File: src/rtl/fixed_point_alu_regs.vh
`ifndef FIXED_POINT_ALU_REGS_VH
`define FIXED_POINT_ALU_REGS_VH

// Register byte offsets on the AXI4-Lite slave
`define OFS_CONFIG        8'h00
`define OFS_ACCUM         8'h04
`define OFS_PRODUCT       8'h08
`define OFS_FLAGS         8'h0c
`define OFS_HOLD          8'h10

// Field positions in the configuration word (status_word_one)
`define CFG_SIGN_FILL_BIT 0
`define CFG_SCALE_LO      2
`define CFG_SCALE_HI      3

// Field positions in the flags word
`define FLG_CARRY_BIT     0
`define FLG_BIT_TEST_BIT  1
`define FLG_NORM_DONE_BIT 2

// Reset values
`define RST_CONFIG        32'h0000_0000
`define RST_ACCUM         32'h0000_0000
`define RST_PRODUCT       32'h0000_0000
`define RST_HOLD          16'h0000

// Product shift modes (product_scale_code)
`define PSC_NONE          2'h0
`define PSC_LEFT1         2'h1
`define PSC_LEFT4         2'h2
`define PSC_RIGHT6        2'h3

// Largest input scaling shift
`define MAX_SCALE_SHIFT   5'h10

// Decoder operation codes
`define OP_NOP            4'h0
`define OP_LOAD           4'h1
`define OP_ADD            4'h2
`define OP_SUB            4'h3
`define OP_AND            4'h4
`define OP_OR             4'h5
`define OP_XOR            4'h6
`define OP_LOAD_HOLD      4'h7
`define OP_MPY            4'h8
`define OP_MAC            4'h9
`define OP_STORE_HI       4'ha
`define OP_STORE_LO       4'hb
`define OP_BRANCH_ACC     4'hc
`define OP_NORM           4'hd
`define OP_BIT_TEST       4'he

// AXI response codes
`define RESP_OKAY         2'h0
`define RESP_SLVERR       2'h2

`endif

File: src/rtl/input_scaler.v
`include "fixed_point_alu_regs.vh"

module input_scaler (
  // Data bus word and shift control
  input  wire [15:0] data_in,
  input  wire [4:0]  shift_amt,
  input  wire        sign_fill_select,
  // Scaled operand
  output wire [31:0] scaled_out
);

  wire [4:0]  amt_clamped;
  wire [31:0] extended;

  // Amounts above sixteen are clamped rather than wrapped
  assign amt_clamped = (shift_amt > `MAX_SCALE_SHIFT) ?
                       `MAX_SCALE_SHIFT : shift_amt;
  assign extended    = sign_fill_select ? {{16{data_in[15]}}, data_in}
                                        : {16'h0000, data_in};
  assign scaled_out  = extended << amt_clamped;

endmodule // input_scaler

File: src/rtl/product_scaler.v
`include "fixed_point_alu_regs.vh"

module product_scaler (
  // Product register and mode
  input  wire [31:0] product_in,
  input  wire [1:0]  product_scale_code,
  // Shifted product
  output reg  [31:0] product_out
);

  always @* begin
    case (product_scale_code)
      `PSC_NONE:   product_out = product_in;
      `PSC_LEFT1:  product_out = {product_in[30:0], 1'b0};
      `PSC_LEFT4:  product_out = {product_in[27:0], 4'h0};
      `PSC_RIGHT6: product_out = {{6{product_in[31]}}, product_in[31:6]};
      default:     product_out = product_in;
    endcase
  end

endmodule // product_scaler

File: src/rtl/fixed_point_alu.v
// Implementation choices: the AXI4-Lite interface to the registers and the placing of the registers.
`include "fixed_point_alu_regs.vh"

module fixed_point_alu (
  // Clock and reset
  input  wire        clk_sys,
  input  wire        sys_rst,
  // Instruction decoder controls
  input  wire        op_valid,
  input  wire [3:0]  op_code,
  input  wire [4:0]  scale_shift,
  input  wire        src_is_product,
  input  wire        mul_signed,
  input  wire [2:0]  store_shift,
  input  wire [3:0]  bit_select,
  // On-chip buses
  input  wire [15:0] data_bus_in,
  input  wire [15:0] prog_bus_in,
  output reg  [15:0] data_bus_out,
  output reg         data_bus_out_en,
  // Branch and flag results
  output reg  [15:0] branch_target,
  output reg         branch_valid,
  output reg         bit_test_flag,
  output reg         carry_flag,
  output reg         norm_done,
  // AXI4-Lite write address
  input  wire        s_axi_awvalid,
  output wire        s_axi_awready,
  input  wire [7:0]  s_axi_awaddr,
  // AXI4-Lite write data
  input  wire        s_axi_wvalid,
  output wire        s_axi_wready,
  input  wire [31:0] s_axi_wdata,
  input  wire [3:0]  s_axi_wstrb,
  // AXI4-Lite write response
  output reg         s_axi_bvalid,
  input  wire        s_axi_bready,
  output reg  [1:0]  s_axi_bresp,
  // AXI4-Lite read address
  input  wire        s_axi_arvalid,
  output wire        s_axi_arready,
  input  wire [7:0]  s_axi_araddr,
  // AXI4-Lite read data
  output reg         s_axi_rvalid,
  input  wire        s_axi_rready,
  output reg  [31:0] s_axi_rdata,
  output reg  [1:0]  s_axi_rresp
);

  reg  [31:0] upper_lower_acc_q;
  reg  [31:0] multiplier_result_reg_q;
  reg  [15:0] multiplier_operand_hold_q;
  reg  [31:0] status_word_one_q;
  reg  [7:0]  aw_addr_q;
  reg         aw_full_q;
  reg  [31:0] w_data_q;
  reg  [3:0]  w_strb_q;
  reg         w_full_q;

  wire        sign_fill_select;
  wire [1:0]  product_scale_code;
  wire [15:0] upper_sum_half;
  wire [15:0] lower_sum_half;
  wire [31:0] scaled_operand;
  wire [31:0] product_shifted;
  wire [31:0] alu_operand;
  wire [32:0] add_result;
  wire [32:0] sub_result;
  wire [31:0] store_shifted;
  wire [15:0] mul_b;
  wire [15:0] mul_a;
  wire [16:0] mul_a_ext;
  wire [16:0] mul_b_ext;
  wire [33:0] mul_full;
  wire        exec;
  wire        wr_fire;
  wire        rd_fire;

  assign sign_fill_select   = status_word_one_q[`CFG_SIGN_FILL_BIT];
  assign product_scale_code =
    status_word_one_q[`CFG_SCALE_HI:`CFG_SCALE_LO];
  assign upper_sum_half     = upper_lower_acc_q[31:16];
  assign lower_sum_half     = upper_lower_acc_q[15:0];
  assign exec               = op_valid;

  input_scaler u_input_scaler (
    .data_in          (data_bus_in),
    .shift_amt        (scale_shift),
    .sign_fill_select (sign_fill_select),
    .scaled_out       (scaled_operand)
  );

  product_scaler u_product_scaler (
    .product_in         (multiplier_result_reg_q),
    .product_scale_code (product_scale_code),
    .product_out        (product_shifted)
  );

  // Multiply-accumulate always adds the product, whatever the source select
  assign alu_operand = (src_is_product || op_code == `OP_MAC) ?
                       product_shifted : scaled_operand;
  assign add_result  = {1'b0, upper_lower_acc_q}
                     + {1'b0, alu_operand};
  // Carry on subtract is the inverted borrow, as in a two's complement adder
  assign sub_result  = {1'b0, upper_lower_acc_q}
                     + {1'b0, ~alu_operand} + 33'h0_0000_0001;

  // Multiply-accumulate reads program bus and data bus in one cycle
  assign mul_a     = (op_code == `OP_MAC) ? prog_bus_in
                                          : multiplier_operand_hold_q;
  assign mul_b     = data_bus_in;
  assign mul_a_ext = {mul_signed & mul_a[15], mul_a};
  assign mul_b_ext = {mul_signed & mul_b[15], mul_b};
  assign mul_full  = $signed(mul_a_ext) * $signed(mul_b_ext);

  assign store_shifted = upper_lower_acc_q << store_shift;

  // Datapath
  always @(posedge clk_sys) begin
    if (sys_rst) begin
      upper_lower_acc_q         <= `RST_ACCUM;
      multiplier_result_reg_q   <= `RST_PRODUCT;
      multiplier_operand_hold_q <= `RST_HOLD;
      carry_flag                <= 1'b0;
      bit_test_flag             <= 1'b0;
      norm_done                 <= 1'b0;
      data_bus_out              <= 16'h0000;
      data_bus_out_en           <= 1'b0;
      branch_target             <= 16'h0000;
      branch_valid              <= 1'b0;
    end else begin
      data_bus_out_en <= 1'b0;
      branch_valid    <= 1'b0;
      // Software may preload the hold register; the decoder wins a tie
      if (wr_fire && aw_addr_q == `OFS_HOLD) begin
        if (w_strb_q[0]) multiplier_operand_hold_q[7:0]  <= w_data_q[7:0];
        if (w_strb_q[1]) multiplier_operand_hold_q[15:8] <= w_data_q[15:8];
      end
      if (exec) begin
        case (op_code)
          `OP_LOAD: upper_lower_acc_q <= alu_operand;
          `OP_ADD: begin
            upper_lower_acc_q <= add_result[31:0];
            carry_flag        <= add_result[32];
          end
          `OP_SUB: begin
            upper_lower_acc_q <= sub_result[31:0];
            carry_flag        <= sub_result[32];
          end
          `OP_AND: upper_lower_acc_q <= upper_lower_acc_q & alu_operand;
          `OP_OR:  upper_lower_acc_q <= upper_lower_acc_q | alu_operand;
          `OP_XOR: upper_lower_acc_q <= upper_lower_acc_q ^ alu_operand;
          `OP_LOAD_HOLD:
            multiplier_operand_hold_q <= data_bus_in;
          `OP_MPY:
            multiplier_result_reg_q <= mul_full[31:0];
          `OP_MAC: begin
            upper_lower_acc_q         <= add_result[31:0];
            carry_flag                <= add_result[32];
            multiplier_operand_hold_q <= data_bus_in;
            multiplier_result_reg_q   <= mul_full[31:0];
          end
          `OP_STORE_HI: begin
            data_bus_out    <= store_shifted[31:16];
            data_bus_out_en <= 1'b1;
          end
          `OP_STORE_LO: begin
            data_bus_out    <= store_shifted[15:0];
            data_bus_out_en <= 1'b1;
          end
          `OP_BRANCH_ACC: begin
            branch_target <= lower_sum_half;
            branch_valid  <= 1'b1;
          end
          `OP_NORM: begin
            // One step per op; decoder repeats until norm_done is set
            if (upper_lower_acc_q[31] != upper_lower_acc_q[30] ||
                upper_lower_acc_q == 32'h0000_0000) begin
              norm_done <= 1'b1;
            end else begin
              upper_lower_acc_q <= {upper_lower_acc_q[30:0], 1'b0};
              norm_done         <= 1'b0;
            end
          end
          `OP_BIT_TEST: bit_test_flag <= data_bus_in[bit_select];
          default: ;
        endcase
      end
    end
  end

  // AXI4-Lite slave: address and data are taken in either order
  assign s_axi_awready = ~aw_full_q;
  assign s_axi_wready  = ~w_full_q;
  assign s_axi_arready = ~s_axi_rvalid;
  assign wr_fire       = aw_full_q & w_full_q & ~s_axi_bvalid;
  assign rd_fire       = s_axi_arvalid & ~s_axi_rvalid;

  always @(posedge clk_sys) begin
    if (sys_rst) begin
      aw_addr_q         <= 8'h00;
      aw_full_q         <= 1'b0;
      w_data_q          <= 32'h0000_0000;
      w_strb_q          <= 4'h0;
      w_full_q          <= 1'b0;
      s_axi_bvalid      <= 1'b0;
      s_axi_bresp       <= `RESP_OKAY;
      s_axi_rvalid      <= 1'b0;
      s_axi_rdata       <= 32'h0000_0000;
      s_axi_rresp       <= `RESP_OKAY;
      status_word_one_q <= `RST_CONFIG;
    end else begin
      if (s_axi_awvalid && !aw_full_q) begin
        aw_addr_q <= s_axi_awaddr;
        aw_full_q <= 1'b1;
      end
      if (s_axi_wvalid && !w_full_q) begin
        w_data_q <= s_axi_wdata;
        w_strb_q <= s_axi_wstrb;
        w_full_q <= 1'b1;
      end
      if (wr_fire) begin
        aw_full_q    <= 1'b0;
        w_full_q     <= 1'b0;
        s_axi_bvalid <= 1'b1;
        s_axi_bresp  <= `RESP_OKAY;
        case (aw_addr_q)
          `OFS_CONFIG:
            if (w_strb_q[0]) begin
              status_word_one_q[`CFG_SIGN_FILL_BIT] <=
                w_data_q[`CFG_SIGN_FILL_BIT];
              status_word_one_q[`CFG_SCALE_HI:`CFG_SCALE_LO] <=
                w_data_q[`CFG_SCALE_HI:`CFG_SCALE_LO];
            end
          `OFS_HOLD: ;
          `OFS_ACCUM, `OFS_PRODUCT, `OFS_FLAGS: ;
          default: s_axi_bresp <= `RESP_SLVERR;
        endcase
      end else if (s_axi_bvalid && s_axi_bready) begin
        s_axi_bvalid <= 1'b0;
      end
      if (rd_fire) begin
        s_axi_rvalid <= 1'b1;
        s_axi_rresp  <= `RESP_OKAY;
        case (s_axi_araddr)
          `OFS_CONFIG:  s_axi_rdata <= status_word_one_q;
          `OFS_ACCUM:   s_axi_rdata <= {upper_sum_half, lower_sum_half};
          `OFS_PRODUCT: s_axi_rdata <= multiplier_result_reg_q;
          `OFS_FLAGS:   s_axi_rdata <= {29'h0000_0000, norm_done,
                                        bit_test_flag, carry_flag};
          `OFS_HOLD:    s_axi_rdata <= {16'h0000, multiplier_operand_hold_q};
          default: begin
            s_axi_rdata <= 32'h0000_0000;
            s_axi_rresp <= `RESP_SLVERR;
          end
        endcase
      end else if (s_axi_rvalid && s_axi_rready) begin
        s_axi_rvalid <= 1'b0;
      end
    end
  end

endmodule // fixed_point_alu

File: config.mk
export PLATFORM = sky130hd
export DESIGN_NAME = fixed_point_alu
export DESIGN_NICKNAME = d
export VERILOG_FILES = /design/src/rtl/input_scaler.v /design/src/rtl/product_scaler.v /design/src/rtl/fixed_point_alu.v
export VERILOG_INCLUDE_DIRS = /design/src /design/src/rtl
export SDC_FILE = /design/constraint.sdc
export NUM_CORES = 2
export LEC_CHECK = 0
export ABC_AREA = 1
export BUFFER_PORTS_ARGS = -buffer_cell sky130_fd_sc_hd__buf_2
export CORE_ASPECT_RATIO = 1.2
export CORE_MARGIN = 5
export CORE_UTILIZATION = 31
export CTS_CLUSTER_DIAMETER = 50
export DETAILED_ROUTE_END_ITERATION = 6
export GPL_TIMING_DRIVEN = 0
export PLACE_DENSITY_LB_ADDON = 0.3
export SLEW_MARGIN = 20
export SYNTH_ARGS = -nofsm -noshare
export SYNTH_HDL_FRONTEND = slang
export SYNTH_SLANG_ARGS = --single-unit
File: constraint.sdc
create_clock -name clk_sys -period 8.84 [get_ports clk_sys]
set_input_delay 2.652 -clock clk_sys [delete_from_list [all_inputs] [get_ports clk_sys]]
set_output_delay 2.652 -clock clk_sys [all_outputs]
set_load 0.01 [all_outputs]
==> run summary <==
Status: finished, violations left
Failing checks: DRC
Lkg Pwr: 15.7 nW
Detailed Routing Iterations Pass 1: 7
DR vias: 30600
Worst slew margin: 38.3%
GRT Util Overall: 26.1%
Antenna violations before repair: 5
Number of synthesized flops with an enable pin: 0
Die width: 284 µm
Antenna-violating nets left: 0
Clk sink count: 184
Full die area: 96400 µm²
Fmax: 115 MHz
Worst Tran Pin Value: 0.926 ns
Global-route wire length before repair: 190 mm
WHS Endpoint: s_axi_rdata[24]
CTS max path bufs: 2
Kind of critical path: in -> reg
Area grow syn2layout: 12.5%
Worst Path Buf+Inv: 10
CP arrival: 9.06 ns
Worst min path class: reg -> reg
Pins over their slew limit: 0
Hold Path Stages: 2
GRT overflow: 0
Wire length per cell: 22.9 µm
Setup Total Neg Slack: 0 ns
Most frequent CP cell: fa_1
CTS Hold Bufs: 0
Initial DRC Count: 2913
Synth Register Bits: 184
Startpoint types: input port
Clk Latency, worst-skew pair: 0.50 ns
Final Util: 35.2%
Crit. End Element: flip-flop
Worst reg2reg path startpoint: multiplier_operand_hold_q[15]
Worst vdd ir: 0.158 mV
Stages on worst setup path: 29
Starting Density: 31.3%
I/O pin total: 188
Slowest-stage cell, CP: fa_1
Synthesized instance count: 4367
Number of global-route vias before repair: 29700
GP Congestion: 1.02
Max Cap Violations: 0
Synth Cell Area: 28000 µm²
CTS clock-pin slew for the worst setup and hold paths: 0.08 ns
Core ar.: 89500 µm²
Crit share post-route: 98.1%
Layout Nets: 5151
Worst reg2reg path depth: 25
Hold wc startpoint: s_axi_rdata[24]
R2R Path End: multiplier_result_reg_q[28]
Min cycle time layout: 8.67 ns
CP Max Fanout: 10
Final hold viol count: 0
Leading post-synthesis cells by cell area: fa_1, nand2_1, dfxtp_1, inv_1, ha_1
DRT Wirelength: 132 mm
Post-synth top area cell: fa_1
Dpl ws: -1.21 ns
Synth warnings: 0
Die Ht: 339 µm
Asr flop ratio synth: 0%
Hold Slack: 0.465 ns
CTS Buf Count: 17
Most used DFF post-synth: dfxtp_1
Root Driver: clkbuf_16
# rows: 120
Vias per Instance: 5.31
Share of the synthesized area in the top cell type: 20.3%
Pin count of the biggest net entering global routing: 24
Avg Inst Size Synth: 6.41 µm²
Setup slack, reg-to-reg: 2.53 ns
Peak per-stage delay on the critical path: 0.57 ns
Max Clock Skew: 0.0178 ns
Distinct cells, synth: 59
Kind of cell adding the most delay to the critical path: adder cells
Post-DP HPWL: 110 mm
Final Setup Violations: 0
Pwr dens: 135 nW/µm²
Final WS setup: 0.170 ns
H-tree levels: 4
TritonCTS clock tree: yes
Critical path required time: 9.23 ns
Unrepaired setup endpoints after global routing: yes
Drt drc: 6
Share of layout cells above drive strength 1: 8.36%
IO Port Bufs: 161
Register area share after synthesis: 13.2%
## routing by layer
metal  routed length, µm  vias up  GRT usage, %
met4                8810        2          14.2
met5                  13        -             0
li1                    -    14200             -
met1               49100    14600          30.2
met2               65100     1367          46.9
met3                8660      387          3.35
## per-stage QoR
stage / cell area (µm²) / power, W / instances
after floorplan: 28000 / 0.00247 / 4368
after global placement: 30300 / 0.00327 / 5688
after detailed placement: 30300 / 0.00327 / 5689
after CTS: 31100 / 0.00415 / 5726
after global routing: 31500 / 0.00456 / 5752
final: 31500 / 0.00427 / 5752
## worst max-delay path by stage
stage / startpoint / to
floorplan: op_code[1] / multiplier_result_reg_q[30]
global placement: op_code[2] / multiplier_result_reg_q[31]
detailed placement: op_code[2] / multiplier_result_reg_q[31]
CTS: op_code[2] / multiplier_result_reg_q[31]
global route: op_code[2] / multiplier_result_reg_q[31]
finish: op_code[2] / multiplier_result_reg_q[29]
## layout make-up
| type | instances | area (µm²) |
|---|---|---|
| tap | 1159 | 1450 |
| antenna | 2 | 5.00 |
| sequential | 184 | 3680 |
| clock buffer | 17 | 425 |
| multi-input combinational | 3188 | 20700 |
| clock inverter | 15 | 220 |
| timing repair inverter | 2 | 11.3 |
| timing repair buffer | 193 | 1060 |
| inverter | 826 | 3150 |
| buffer | 166 | 754 |
| fill | 9912 | 58000 |
## report_power, final
part           leakage (nW)  switching, W  internal (W)  total, W
sequential             1.50     0.0000423      0.000865  0.000907
combinational          13.9       0.00172      0.000794   0.00251
clock                 0.309      0.000451      0.000398  0.000849
total                  15.7       0.00221       0.00206   0.00427
## cell usage after synthesis, types with 23 or more instances
cell type     n
nand2_1    1050
o22ai_1      70
dfxtp_1     184
nor3_1       42
ha_1        179
o211ai_1     32
nand3_1     272
clkbuf_1    109
clkinv_1     23
fa_1        284
a21oi_1     283
o21ai_0     299
buf_2        37
inv_1       786
nand4_1      46
nor2_1      435
## worst reg2reg max path, stage by stage, from the launching register on
cell and delay, ns:
dfxtp_1 0.33, inv_1 0.07, nand2_1 0.10, o21ai_2 0.11, inv_2 0.14, nand2_1 0.15
nor2_4 0.18, inv_1 0.07, fa_2 0.61, inv_2 0.09, fa_2 0.63, inv_1 0.16
fa_1 0.53, fa_1 0.60, fa_1 0.44, fa_1 0.48, inv_1 0.04, ha_2 0.39
nand4_1 0.19, nor3_1 0.30, nand2_1 0.22, nand3_1 0.13, nand2_1 0.05, nand3_1 0.07
o211ai_1 0.09, inv_1 0.08
## cell usage in the layout, fill, tap and decap left out, drive strengths merged, types with 44 or more instances in the layout
cell type	netlist	routed
nand2	1058	1058
inv	803	810
nor2	441	441
o21ai	331	331
fa	284	284
a21oi	283	283
nand3	273	273
buf	61	254
dfxtp	184	184
ha	179	179
clkbuf	109	122
o22ai	71	71
nand4	46	46
nor3	44	44
## state kept, by name, indices dropped and copies added, names as in the netlist
signal                     flops
w_strb_q                       2
data_bus_out                  16
aw_addr_q                      8
s_axi_bvalid                   1
multiplier_result_reg_q       32
s_axi_rvalid                   1
s_axi_rresp                    1
upper_lower_acc_q             32
bit_test_flag                  1
branch_valid                   1
status_word_one_q              3
w_full_q                       1
s_axi_rdata                   32
carry_flag                     1
branch_target                 16
multiplier_operand_hold_q     16
w_data_q                      16
data_bus_out_en                1
s_axi_bresp                    1
aw_full_q                      1
norm_done                      1
## kinds of logic (layout without fill, tap and decap cells)
kind of cell	count (synthesis)	count (layout)	synth area share, %
AND/OR/NAND/NOR	1889	1889	27.7
flip-flops	184	184	13.2
buffers and inverters	996	1219	13.7
XOR/XNOR	28	28	0.876
other	1	4	0.0134
adder cells (fa/ha/maj)	463	463	28.3
multiplexers	11	11	0.393
AO/OA/AOI/OAI	795	795	15.8
## repair_timing
item	CTS	global route
endpoints found under the setup margin	18	16
setup buffers	7	24
gates resized for setup	42	56
pin swaps	5	5
cloned	0	2
Note: power is estimated with default switching activity, not from simulation.
